==> src/shared/dlo_pkg.sv <==
// constants, register map and gain helpers for the limiter block.
// assumes 24-bit signed samples and 9-bit registers.
package dlo_pkg;

    ////////////////////////////////////////////////////////////////////////////
    // register map
    localparam logic [6:0] ADDR_POWER_ONE = 7'h01;
    localparam logic [6:0] ADDR_LIM_TIMING = 7'h18;
    localparam logic [6:0] ADDR_LIM_LEVEL = 7'h19;
    localparam logic [6:0] ADDR_BYP_ATTN = 7'h28;
    localparam logic [6:0] ADDR_OUT_STAGE = 7'h31;
    localparam logic [6:0] ADDR_SPK_MIX = 7'h32;
    localparam logic [6:0] ADDR_SPK_VOL = 7'h36;

    localparam logic [8:0] RST_POWER_ONE = 9'h000;
    localparam logic [8:0] RST_LIM_TIMING = 9'h032;
    localparam logic [8:0] RST_LIM_LEVEL = 9'h000;
    localparam logic [8:0] RST_BYP_ATTN = 9'h000;
    localparam logic [8:0] RST_OUT_STAGE = 9'h000;
    localparam logic [8:0] RST_SPK_MIX = 9'h001;
    localparam logic [8:0] RST_SPK_VOL = 9'h039;

    // field positions
    localparam int ATK_LSB = 0;
    localparam int DCY_LSB = 4;
    localparam int LIMITER_ENABLE_BIT = 8;
    localparam int BOOST_LSB = 0;
    localparam int LVL_LSB = 4;
    localparam int SPK_BOOST_BIT = 2;
    localparam int MONO_BOOST_BIT = 3;
    localparam int DCBUF_BIT = 8;
    localparam int DAC_MIX_BIT = 0;
    localparam int BYP_MIX_BIT = 1;
    localparam int MIC_MIX_BIT = 5;
    localparam int SPK_ATTN_BIT = 1;
    localparam int ZC_BIT = 7;
    localparam int MUTE_BIT = 6;
    localparam int VOL_LSB = 0;

    ////////////////////////////////////////////////////////////////////////////
    // gains in 1/64 dB units
    localparam int UNITS_PER_DB = 64;
    localparam int UNITS_PER_6DB = 384;
    localparam int UNITS_PER_HALF_DB = 32;
    localparam logic [3:0] BOOST_MAX_CODE = 4'hc;
    localparam logic [3:0] RATE_SAT_CODE = 4'hb;
    localparam logic [2:0] LVL_MAX_IDX = 3'h5;
    localparam logic [5:0] VOL_ZERO_DB_CODE = 6'h39;
    localparam logic signed [15:0] BYP_ATTN_UNITS = -16'sh0280;
    localparam logic signed [16:0] HEADROOM_UNITS = 17'sh0300;
    // 1/64 dB units, 8 fraction bits, 48 dB cap
    localparam logic [19:0] ATT_MAX = 20'hc_0000;

    // per 6 dB at the reference rate
    localparam real REF_RATE_HZ = 44100.0;
    localparam real ATK_BASE_TIME_US = 94.0;
    localparam real DCY_BASE_TIME_US = 750.0;
    localparam logic [19:0] ATK_INC_BASE =
        20'(int'(384.0 * 256.0 / (ATK_BASE_TIME_US * 1.0e-6 * REF_RATE_HZ)));
    localparam logic [19:0] DCY_INC_BASE =
        20'(int'(384.0 * 256.0 / (DCY_BASE_TIME_US * 1.0e-6 * REF_RATE_HZ)));

    localparam int ZC_TIMEOUT_DEFAULT = 2097152;

    // Q15 gain of each 0.5 dB step in 6 dB
    function automatic logic [15:0] gain_step(input logic [3:0] idx);
        unique case (idx)
            4'h0: return 16'h8000;
            4'h1: return 16'h78d7;
            4'h2: return 16'h7215;
            4'h3: return 16'h6bb3;
            4'h4: return 16'h65ad;
            4'h5: return 16'h5ffd;
            4'h6: return 16'h5a9e;
            4'h7: return 16'h558c;
            4'h8: return 16'h50c3;
            4'h9: return 16'h4c3f;
            4'ha: return 16'h47fb;
            default: return 16'h43f4;
        endcase
    endfunction

    // magnitude thresholds, -0.5 to -6.5 dB
    function automatic logic [23:0] level_thr(input logic [2:0] idx);
        unique case (idx)
            3'h0: return 24'h78_d692;
            3'h1: return 24'h6b_b2d6;
            3'h2: return 24'h5f_fc62;
            3'h3: return 24'h55_8c3c;
            3'h4: return 24'h4c_3ea2;
            3'h5: return 24'h43_f3f0;
            default: return 24'h3c_9038;
        endcase
    endfunction

endpackage : dlo_pkg

==> src/verilog/dlo_limiter_output.sv <==
// playback limiter, boost, speaker mixer, volume and output stage control.
// assumes aligned dac, bypass and mic2 samples, one per in_valid.
// assumes registers written by the serial control decoder.

////////////////////////////////////////////////////////////////////////////////
// Contract
// - boost 0 to 12 dB, 1 dB steps
// - limiter on: boost quiet signals by boost
// - limiter off: boost is a fixed gain
// - attack field 94us per 6 dB, doubling
// - decay field 750us per 6 dB, doubling
// - times scale with actual sample rate
// - limiter enable bit 8, reset off
// - threshold -1 to -6 dB, 3-bit field
// - speaker stage boost bit 2: 1.5x
// - mono stage boost bit 3: 1.5x
// - boost shifts dc level, non-inverting stage
// - speaker mixer source select bits 0,1,5
// - bypass into speaker mixer -10 dB option
// - speaker volume 6-bit, 1 dB steps
// - zero-cross volume update when bit 7 set
// - speaker mute drives mid-rail level
// - negative output is inverse of positive
// - thresholds 0.5 dB either side of level
// - attack above upper, decay below lower
// - zero-cross timeout after 2^21 clocks
module dlo_limiter_output
    import dlo_pkg::*;
#(
    parameter int ZC_TIMEOUT_CYCLES = ZC_TIMEOUT_DEFAULT
) (
    // clock and reset
    input wire logic sys_clk,
    input wire logic rst,
    // register access
    input wire logic reg_wr_en,
    input wire logic reg_rd_en,
    input wire logic [6:0] reg_addr,
    input wire logic [8:0] reg_wdata,
    output logic [8:0] reg_rdata,
    // zero-cross timeout enable
    input wire logic timeout_clock_enable,
    // sample stream in
    input wire logic in_valid,
    input wire logic signed [23:0] in_sample,
    input wire logic signed [23:0] bypass_sample,
    input wire logic signed [23:0] mic2_sample,
    // limited dac stream out
    output logic out_valid,
    output logic signed [23:0] out_sample,
    // speaker outputs, zero at mid-rail
    output logic signed [23:0] speaker_out_positive,
    output logic signed [23:0] speaker_out_negative,
    // output stage controls
    output logic speaker_stage_gain_boost,
    output logic mono_stage_gain_boost,
    output logic dc_shift_buffer_enable
);

    if (ZC_TIMEOUT_CYCLES < 1 || ZC_TIMEOUT_CYCLES > 4194303) begin : g_zc_check
        $error("ZC_TIMEOUT_CYCLES must fit a 22-bit counter");
    end

    localparam logic [21:0] ZC_LAST = 22'(ZC_TIMEOUT_CYCLES - 1);

    ////////////////////////////////////////////////////////////////////////////
    // state

    typedef struct packed {
        logic [8:0] power_control_one;
        logic [8:0] limiter_timing_control;
        logic [8:0] limiter_level_control;
        logic [8:0] bypass_attenuation_control;
        logic [8:0] output_stage_control;
        logic [8:0] speaker_mixer_select;
        logic [8:0] speaker_volume_control;

        logic [19:0] lim_att;
        logic [5:0] vol_applied;
        logic prev_neg;
        logic [21:0] zc_timer;

        logic [8:0] rdata;
        logic out_valid;
        logic signed [23:0] out_sample;
        logic signed [23:0] spk_p;
        logic signed [23:0] spk_n;
    } dlo_state_t;

    dlo_state_t st_r;
    dlo_state_t st_nxt;

    ////////////////////////////////////////////////////////////////////////////
    // helpers

    function automatic logic signed [23:0] sat24(input logic signed [40:0] v);
        if (v > 41'sh7f_ffff) begin
            return 24'sh7f_ffff;
        end else if (v < -41'sh80_0000) begin
            return -24'sh80_0000;
        end else begin
            return v[23:0];
        end
    endfunction

    // Q15 multiplier of gain/4, up to +12 dB
    function automatic logic [15:0] gain_mult(input logic signed [15:0] net);
        logic signed [16:0] n;
        logic [3:0] sh;
        logic [3:0] idx;
        n = HEADROOM_UNITS - 17'(net);
        if (n < 0) begin
            n = '0;
        end
        sh = 4'(n / UNITS_PER_6DB);
        idx = 4'((n % UNITS_PER_6DB) / UNITS_PER_HALF_DB);
        return gain_step(idx) >> sh;
    endfunction

    function automatic logic signed [23:0] apply_gain(input logic signed [23:0] s,
                                                      input logic signed [15:0] net);
        logic [15:0] m;
        logic signed [40:0] p;
        m = gain_mult(net);
        p = 41'(s) * 41'($signed({1'b0, m}));
        // gain/4 multiplier: shift by 13, not 15
        return sat24(p >>> 13);
    endfunction

    function automatic logic [19:0] rate_inc(input logic [19:0] base, input logic [3:0] code);
        logic [3:0] c;
        c = (code > RATE_SAT_CODE) ? RATE_SAT_CODE : code;
        return base >> c;
    endfunction

    ////////////////////////////////////////////////////////////////////////////
    // next state

    logic [3:0] boost_code;
    logic [2:0] lvl_idx;

    logic [15:0] boost_units;
    logic signed [15:0] lim_net;
    logic signed [23:0] limited;

    logic [23:0] lim_mag;
    logic [23:0] thr_upper;
    logic [23:0] thr_lower;
    logic [19:0] atk_inc;
    logic [19:0] dcy_inc;
    logic [20:0] att_up;

    logic signed [23:0] byp_term;
    logic signed [25:0] mix_sum;
    logic signed [23:0] mix;

    logic zero_cross;
    logic vol_pending;
    logic signed [15:0] vol_net;
    logic signed [23:0] vol_out;
    logic signed [23:0] muted;

    logic signed [40:0] stage_w;
    logic signed [23:0] stage_out;

    always_comb begin
        st_nxt = st_r;
        st_nxt.out_valid = 1'b0;


        // unmapped writes ignored
        if (reg_wr_en) begin
            unique case (reg_addr)
                ADDR_POWER_ONE: st_nxt.power_control_one = reg_wdata;
                ADDR_LIM_TIMING: st_nxt.limiter_timing_control = reg_wdata;
                ADDR_LIM_LEVEL: st_nxt.limiter_level_control = reg_wdata;
                ADDR_BYP_ATTN: st_nxt.bypass_attenuation_control = reg_wdata;
                ADDR_OUT_STAGE: st_nxt.output_stage_control = reg_wdata;
                ADDR_SPK_MIX: st_nxt.speaker_mixer_select = reg_wdata;
                ADDR_SPK_VOL: st_nxt.speaker_volume_control = reg_wdata;
                default: ;
            endcase
        end

        // unmapped reads give zero
        if (reg_rd_en) begin
            unique case (reg_addr)
                ADDR_POWER_ONE: st_nxt.rdata = st_r.power_control_one;
                ADDR_LIM_TIMING: st_nxt.rdata = st_r.limiter_timing_control;
                ADDR_LIM_LEVEL: st_nxt.rdata = st_r.limiter_level_control;
                ADDR_BYP_ATTN: st_nxt.rdata = st_r.bypass_attenuation_control;
                ADDR_OUT_STAGE: st_nxt.rdata = st_r.output_stage_control;
                ADDR_SPK_MIX: st_nxt.rdata = st_r.speaker_mixer_select;
                ADDR_SPK_VOL: st_nxt.rdata = st_r.speaker_volume_control;
                default: st_nxt.rdata = '0;
            endcase
        end

        // boost minus running attenuation
        boost_code = st_r.limiter_level_control[BOOST_LSB +: 4];
        if (boost_code > BOOST_MAX_CODE) begin
            boost_code = BOOST_MAX_CODE;
        end
        boost_units = 16'(boost_code) * 16'(UNITS_PER_DB);
        lim_net = $signed(boost_units);
        if (st_r.limiter_timing_control[LIMITER_ENABLE_BIT]) begin
            lim_net = lim_net - $signed({4'h0, st_r.lim_att[19:8]});
        end
        limited = apply_gain(in_sample, lim_net);
        lim_mag = limited[23] ? 24'(-limited) : 24'(limited);
        if (lim_mag[23]) begin
            lim_mag = 24'h7f_ffff;
        end

        lvl_idx = st_r.limiter_level_control[LVL_LSB +: 3];
        if (lvl_idx > LVL_MAX_IDX) begin
            lvl_idx = LVL_MAX_IDX;
        end
        thr_upper = level_thr(lvl_idx);
        thr_lower = level_thr(lvl_idx + 3'h1);


        // per-sample stepping tracks the sample rate
        atk_inc = rate_inc(ATK_INC_BASE, st_r.limiter_timing_control[ATK_LSB +: 4]);
        dcy_inc = rate_inc(DCY_INC_BASE, st_r.limiter_timing_control[DCY_LSB +: 4]);
        att_up = {1'b0, st_r.lim_att} + {1'b0, atk_inc};


        // speaker mixer
        if (st_r.bypass_attenuation_control[SPK_ATTN_BIT]) begin
            byp_term = apply_gain(bypass_sample, BYP_ATTN_UNITS);
        end else begin
            byp_term = bypass_sample;
        end

        mix_sum = '0;
        if (st_r.speaker_mixer_select[DAC_MIX_BIT]) begin
            mix_sum = mix_sum + 26'(limited);
        end
        if (st_r.speaker_mixer_select[BYP_MIX_BIT]) begin
            mix_sum = mix_sum + 26'(byp_term);
        end
        if (st_r.speaker_mixer_select[MIC_MIX_BIT]) begin
            mix_sum = mix_sum + 26'(mic2_sample);
        end
        mix = sat24(41'(mix_sum));

        zero_cross = (mix[23] != st_r.prev_neg) || (mix == '0);

        // speaker volume, 0 dB at code 57
        vol_net = 16'(($signed({10'h000, st_r.vol_applied}) - $signed({10'h000, VOL_ZERO_DB_CODE}))
                  * 16'sd64);
        vol_out = apply_gain(mix, vol_net);
        muted = st_r.speaker_volume_control[MUTE_BIT] ? 24'sh00_0000 : vol_out;

        // inverting unity or 1.5x non-inverting stage
        if (st_r.output_stage_control[SPK_BOOST_BIT]) begin
            stage_w = 41'(muted) + 41'(muted >>> 1);
        end else begin
            stage_w = -41'(muted);
        end
        stage_out = sat24(stage_w);

        vol_pending = st_r.vol_applied != st_r.speaker_volume_control[VOL_LSB +: 6];

        if (in_valid) begin
            st_nxt.out_valid = 1'b1;
            st_nxt.out_sample = limited;
            st_nxt.prev_neg = mix[23];
            st_nxt.spk_p = stage_out;
            st_nxt.spk_n = sat24(-41'(stage_out));
            if (st_r.limiter_timing_control[LIMITER_ENABLE_BIT]) begin
                if (lim_mag > thr_upper) begin
                    st_nxt.lim_att = (att_up > {1'b0, ATT_MAX}) ? ATT_MAX : att_up[19:0];
                end else if (lim_mag < thr_lower) begin
                    st_nxt.lim_att = (st_r.lim_att > dcy_inc) ? st_r.lim_att - dcy_inc : '0;
                end
            end else begin
                st_nxt.lim_att = '0;
            end
        end

        // volume update
        st_nxt.zc_timer = '0;
        if (vol_pending) begin
            if (!st_r.speaker_volume_control[ZC_BIT]) begin
                st_nxt.vol_applied = st_r.speaker_volume_control[VOL_LSB +: 6];
            end else if (in_valid && zero_cross) begin
                st_nxt.vol_applied = st_r.speaker_volume_control[VOL_LSB +: 6];
            end else if (timeout_clock_enable) begin
                if (st_r.zc_timer == ZC_LAST) begin
                    st_nxt.vol_applied = st_r.speaker_volume_control[VOL_LSB +: 6];
                end else begin
                    st_nxt.zc_timer = st_r.zc_timer + 22'h1;
                end
            end
        end
    end

    ////////////////////////////////////////////////////////////////////////////
    // registers

    always_ff @(posedge sys_clk) begin
        if (rst) begin
            st_r.power_control_one <= RST_POWER_ONE;
            st_r.limiter_timing_control <= RST_LIM_TIMING;
            st_r.limiter_level_control <= RST_LIM_LEVEL;
            st_r.bypass_attenuation_control <= RST_BYP_ATTN;
            st_r.output_stage_control <= RST_OUT_STAGE;
            st_r.speaker_mixer_select <= RST_SPK_MIX;
            st_r.speaker_volume_control <= RST_SPK_VOL;

            st_r.lim_att <= '0;
            st_r.vol_applied <= RST_SPK_VOL[VOL_LSB +: 6];
            st_r.prev_neg <= 1'b0;
            st_r.zc_timer <= '0;

            st_r.rdata <= '0;
            st_r.out_valid <= 1'b0;
            st_r.out_sample <= '0;
            st_r.spk_p <= '0;
            st_r.spk_n <= '0;
        end else begin
            st_r <= st_nxt;
        end
    end

    ////////////////////////////////////////////////////////////////////////////
    // outputs

    assign reg_rdata = st_r.rdata;
    assign out_valid = st_r.out_valid;
    assign out_sample = st_r.out_sample;
    assign speaker_out_positive = st_r.spk_p;
    assign speaker_out_negative = st_r.spk_n;

    assign speaker_stage_gain_boost = st_r.output_stage_control[SPK_BOOST_BIT];
    assign mono_stage_gain_boost = st_r.output_stage_control[MONO_BOOST_BIT];
    // boost clips unless software set this first
    assign dc_shift_buffer_enable = st_r.power_control_one[DCBUF_BIT];

endmodule // dlo_limiter_output
==> config.mk <==
export PLATFORM = sky130hd
export DESIGN_NAME = dlo_limiter_output
export DESIGN_NICKNAME = d
export VERILOG_FILES = /design/src/shared/dlo_pkg.sv /design/src/verilog/dlo_limiter_output.sv
export SDC_FILE = /design/constraint.sdc
export NUM_CORES = 2
export LEC_CHECK = 0
export CAP_MARGIN = 20
export CORE_UTILIZATION = 41
export DETAILED_ROUTE_END_ITERATION = 10
export DONT_BUFFER_PORTS = 1
export GPL_ROUTABILITY_DRIVEN = 1
export SLEW_MARGIN = 10
export SYNTH_ARGS = -nofsm -noshare
export SYNTH_HDL_FRONTEND = slang
export SYNTH_SLANG_ARGS = --single-unit
==> constraint.sdc <==
create_clock -name sys_clk -period 27.9 [get_ports sys_clk]
set_input_delay 4.185 -clock sys_clk [delete_from_list [all_inputs] [get_ports sys_clk]]
set_output_delay 4.185 -clock sys_clk [all_outputs]
set_load 0.01 [all_outputs]
Word level (Yosys, flattened, before mapping)
Memories as Yosys holds them, arrays and structs flattened.
Index checks and enable logic that the tools add are counted.

storage, ports and cells
  logic and storage cells = 153
  output and inout port bits = 85
  bits in read-only memories = 512
  register bits after elaboration = 194
  input bits = 94
  memories kept = 2

cells by class
  order comparisons = 22
  div/mod/pow operators = 4
  bitwise gates (word level) = 5
  shift-type cells = 4
  multiplexer cells = 41
  equality and inequality tests = 23
  reduce and logical (&&, ||, !) cells = 17
  $mul = 3
  $add $sub $neg = 16

memory list
  name              words  width  read ports  clocked after memory_dff  write ports  line           text
  (name not given)  16     16     1           0                         0            dlo_pkg.sv:67  unique case (idx)
  (name not given)  16     16     1           0                         0            dlo_pkg.sv:67

operators by type and width
  cell                      count
  $mux W24                  15
  $pmux W23 S6              2
  $mux W20                  5
  $gt A41 B24 Y1 const B    2
  $lt A41 B24 Y1 const B    2
  $mul A24 B17 Y41          2
  $neg A24 Y41              2
  $mux W26                  3
  $mux W73                  1
  $div A32 B10 Y32 const B  2
  $mod A32 B10 Y32 const B  2
  $pmux W9 S7               1
  $gt A28 B24 Y1 const B    2
  $lt A28 B24 Y1 const B    2
  $add A26 B24 Y26          2
  $mux W41                  1
  $mul A24 B14 Y38          1
  $mux W17                  2
  $mux W16                  2
  $shr A16 B4 Y16           2
  $eq A7 B6 Y1 const B      4
  $gt A26 B24 Y1 const B    1
  $lt A26 B24 Y1 const B    1
  $add A24 B23 Y25          1
  46 further kinds          75

Longest topological paths before layout
An unclocked memory read counts as a cell.

  word-level depth = 40
  mapped depth = 126
  mapped depth without buffers = 115

Worst setup path before layout
OpenSTA, ideal clock, no wires.

  path kind = flip-flop to flip-flop
  from = reg st_r[167] in the netlist's numbering
  to = reg st_r, in the netlist speaker_out_negative[22]
  clock period less this slack = 27.149 ns
  path buffers = 14
  path slack = 0.751 ns
  setup time = 0.137 ns
  stages on the path, launching flop included = 110
  data required time = 27.763 ns
  arrival time = 27.011 ns
  path through = dfxtp_1 -> a21boi_1 -> ha_1 -> nor4bb_1 -> a21oi_1 -> o31ai_1 -> mux2_2 -> a211o_1 -> and3_1 -> buf_4 -> a221oi_2 -> o2bb2ai_1 -> a211oi_2 -> a211oi_2 -> buf_2 -> xnor2_1 -> o221ai_1 -> mux2_2 -> (+74 left out) -> and3_1 -> clkbuf_1 -> or3_1 -> or3_1 -> a31o_2 -> o41a_1 -> o311a_1 -> nand2_1 -> nand2_1 -> a21oi_1 -> ha_1 -> and4b_1 -> clkbuf_1 -> and3_1 -> o221ai_1 -> buf_2 -> o21ai_0 -> a211oi_1

on the way
  word-level cells in the longest chain between the ends = 39
  elaborated cells on any way between the ends = 46
  classes of those cells = add/sub: 8; mul: 2; div: 2; order compare: 12; shift: 1; mux: 18; bitwise: 1; reduce/logical: 1; memory: 1

ends and longest elaborated chain
  item                    line                       text
  from (decl)             dlo_limiter_output.sv:90   dlo_state_t st_r;
  from (signal assigned)  dlo_limiter_output.sv:324  st_r <= st_nxt;
  $gt A4 B4 Y1            dlo_limiter_output.sv:201  if (boost_code > BOOST_MAX_CODE) begin
  $mux W4 *               dlo_limiter_output.sv:201
  $sub A10 B12 Y13        dlo_limiter_output.sv:207  lim_net = lim_net - $signed({4'h0, st_r.lim_att[19:8]});
  $mux W16 *              dlo_limiter_output.sv:206  if (st_r.limiter_timing_control[LIMITER_ENABLE_BIT]) begin
  $sub A11 B16 Y17 *      dlo_limiter_output.sv:111  n = HEADROOM_UNITS - 17'(net);
  $lt A17 B1 Y1           dlo_limiter_output.sv:112  if (n < 0) begin
  $mux W17 *              dlo_limiter_output.sv:112
  $mod A32 B10 Y32        dlo_limiter_output.sv:116  idx = 4'((n % UNITS_PER_6DB) / UNITS_PER_HALF_DB);
  (+23 left out)          -
  $mux W41 *              dlo_limiter_output.sv:257  if (st_r.output_stage_control[SPK_BOOST_BIT]) begin
  $lt A41 B24 Y1          dlo_limiter_output.sv:99   end else if (v < -41'sh80_0000) begin
  $mux W24                dlo_limiter_output.sv:99
  $mux W24 *              dlo_limiter_output.sv:97   if (v > 41'sh7f_ffff) begin
  $neg A24 Y41 *          dlo_limiter_output.sv:271  st_nxt.spk_n = sat24(-41'(stage_out));
  $lt A41 B24 Y1          dlo_limiter_output.sv:99
  $mux W24                dlo_limiter_output.sv:99
  $mux W24 *              dlo_limiter_output.sv:97

Mark *: on every way between the ends. The rest lies on a longest branch, timed or not.
A chain may end at the register's enable or synchronous reset.

Worst setup path in the final report
  from = reg st_r[169] in the netlist's numbering
  to = reg st_r, in the netlist speaker_out_negative[1]

The elaborated chain is that of the path after synthesis.

==> impl_metrics.yaml <==
cells_and_area:
  drive_gt1_share_pct: 9.52
  layout.nets: 8328
  finalInstanceArea_sq_mm: 0.0602
  final_common_cell: "inv_1"
  layout_common_cells: "inv_1 (1094), fa_1 (795), nand2_1 (766)"
  syn2layout_area_growth_pct: 8.27
clock_tree:
  cts.path.max_buffers: 2
  ctsHoldBuffers: 0
  cts_max_level: 4
  cts_buffers: 17
  clk_pin_slew_ps: 80
  cts.sinks: 194
  tritoncts: "done"
  worstSkewPairLatency_ps: 520
  cts-root-buf: "clkbuf_16"
die:
  die_w_microns: 370
  die_area_sq_mm: 0.137
  initial_core_util_pct: 41.5
  dieHeight_microns: 370
  pin_count: 179
  core-area_sq_mm: 0.134
  rows: 134
critical_path:
  critPathMaxStageDelay_ps: 550
  cp_top_family: "compound AO/OA/AOI/OAI gates"
  end_kind: "flop"
  cp_common_cell: "buf_4"
  r2r_start: "st_r[169]$_SDFFE_PP0P_"
  path_buf_inv: 26
  rr_endpoint: "speaker_out_negative[1]$_SDFFE_PP0P_"
  path_class: "reg -> reg"
  cpMaxStageDelayCell: "fa_1"
  crit_arrival_ps: 27150
  cp.required_ps: 28270
  path_max_fanout: 16
  regToRegSetupSlack_ps: 1120
  start_kind: "flop"
  worstRegToRegCells: 114
worst_hold_path:
  hold_class: "reg -> reg"
  whs_endpoint: "st_r[82]$_SDFF_PP0_"
  min_path_cells: 1
  hold_path_startpoint: "st_r[82]$_SDFF_PP0_"
route:
  dr.pass1.iters: 8
  first_iter_violations: 3674
  vias: 48100
  route.detailed.drc: 0
  via_per_inst: 5.57
  postRouteAntennaNets: 0
  routed_wirelength_mm: 176
  wl_per_cell_microns: 20.3
sta:
  max_freq_ghz: 0.0373
  final-setup-viol-count: 0
  slew_headroom_pct: 24.6
  finalCritPeriodShare_pct: 96.0
  timing_worst_slew_pin_value_ps: 1130
  maxSlewViolCount: 0
  period_needed_ps: 26780
  finalClockSkew_ps: 36.4
  hold_viol: 0
synth:
  synthAdderAreaFrac_pct: 41.9
  synth_top_flop_cell: "dfxtp_1"
  netlist_instances: 6901
  syn_area_per_cell_sq_um: 8.05
  synth-compound-area-share_pct: 15.6
  yosysSeqAreaShare_pct: 6.99
  synth_top_family_by_area: "adder cells"
  synth_cell_types: 118
  synthSimpleGateAreaFrac_pct: 18.9
  synthMuxAreaShare_pct: 2.09
  ys_ff_latch: 194
  synth_edf_count: 0
  synthArstFlopShare_pct: 0
  synth-xor-area-share_pct: 3.75
  syn_area_sq_mm: 0.0556
  yosys_warnings: 0
global_routing:
  grt_usage_pct: 25.8
  antenna_found_initial: 15
  grt_pass1_wl_mm: 278
  grt_overflow: 0
  grt_pass1_vias: 48400
  grt_max_degree: 151
placed_design:
  port_buffers: 0
  hpwl_mm: 145
  gp_congestion: 0.986
  placed_area_sq_mm: 0.0582
job:
  maxCapViolCount: 0
outcome:
  outcome: "finished clean"
per-layer routing:
layer / GRT usage, % / vias to the layer above / part of all wire (%)
met5: 0 / - / 0.053
met4: 6.58 / 16 / 2.5
met3: 5.55 / 242 / 8.3
met2: 41.9 / 1591 / 46
met1: 34.7 / 23700 / 43
li1: - / 22600 / -
worst reg2reg max path, delay by kind of cell (launching register included):
kind | cells | cell delay [ps]
fa+ha+maj | 19 | 8000
compound gates | 41 | 8730
simple gates | 25 | 5680
xor+xnor | 3 | 390
buf+inv | 26 | 3410
flops | 1 | 390
sequential cells by signal, summed over array words and instances (netlist names):
register	flops
out_valid	1
out_sample	24
speaker_out_negative	24
reg_rdata	9
st_r	109
dc_shift_buffer_enable	1
mono_stage_gain_boost	1
speaker_out_positive	24
speaker_stage_gain_boost	1
cells in the mapped netlist, drive strengths merged, types with 43 or more instances:
cell type	n	area, sq um
a211oi	113	863
a21o	74	556
a21oi	365	1850
a31oi	47	307
and2	216	1350
and3	64	405
buf	153	1000
clkbuf	237	890
dfxtp	194	3880
fa	798	16000
ha	582	7280
inv	1094	4110
mux2i	76	761
nand2	780	2930
nand2b	58	363
nand3	144	726
nand4	45	288
nor2	536	2020
nor2b	76	475
nor3	102	536
o211ai	46	355
o21a	43	323
o21ai	213	1070
xnor2	152	1350
xor2	84	736
worst max path at each step:
stage	startpoint	endpoint	slack, ps	depth (start not counted)
after CTS	st_r[169]$_SDFFE_PP0P_	speaker_out_negative[14]$_SDFFE_PP0P_	5	108
after global placement	st_r[119]$_SDFFE_PP0P_	speaker_out_negative[14]$_SDFFE_PP0P_	-320	107
final	st_r[169]$_SDFFE_PP0P_	speaker_out_negative[1]$_SDFFE_PP0P_	1120	114
after detailed placement	st_r[169]$_SDFFE_PP0P_	speaker_out_negative[14]$_SDFFE_PP0P_	-690	110
after global routing	st_r[169]$_SDFFE_PP0P_	speaker_out_negative[2]$_SDFFE_PP0P_	-100	115
after floorplan	st_r[167]$_SDFFE_PP0P_	speaker_out_negative[22]$_SDFFE_PP0P_	750	109
cells by family (layout without fill, tap and decap cells):
group,after synthesis,count (layout)
AO/OA/AOI/OAI,1280,1282
XOR/XNOR,236,237
adder cells (fa/ha/maj),1381,1381
buffers and inverters,1487,1449
flip-flops,194,194
multiplexers,111,111
other,1,7
AND/OR/NAND/NOR,2211,2211
stage by stage:
| step | instances | setup TNS (ps) | worst slack [ps] | hold slack, ps | util, % |
|---|---|---|---|---|---|
| floorplan | 6902 | 0 | 751 | 413 | - |
| global placement | 8560 | -5120 | -320 | 424 | 43.4 |
| detailed placement | 8560 | -13400 | -687 | 437 | 43.4 |
| CTS | 8593 | 0 | 4.97 | 453 | 44.0 |
| global route | 8637 | -1340 | -103 | 474 | 44.9 |
| finish | 8640 | 0 | 1120 | 450 | 44.9 |
cell type report:
type / instances / area, sq um
Fill cell: 13400 / 73800
Multi-Input combinational cell: 5224 / 46700
Inverter: 1097 / 4120
Sequential cell: 194 / 3890
Timing Repair Buffer: 320 / 2610
Tap cell: 1768 / 2210
Clock buffer: 17 / 425
Clock inverter: 15 / 188
Antenna cell: 5 / 12.5
what timing repair did:
| action | CTS | global route |
|---|---|---|
| resized for setup | 21 | 188 |
| setup buffers | 1 | 35 |
| setup endpoints to repair | 27 | 47 |
| cloned | 0 | 6 |
| pin swaps | 2 | 50 |
Power is left out: the tool's default activity adds up to more than one toggle a clock period on the data nets, which glitch-free logic cannot reach.
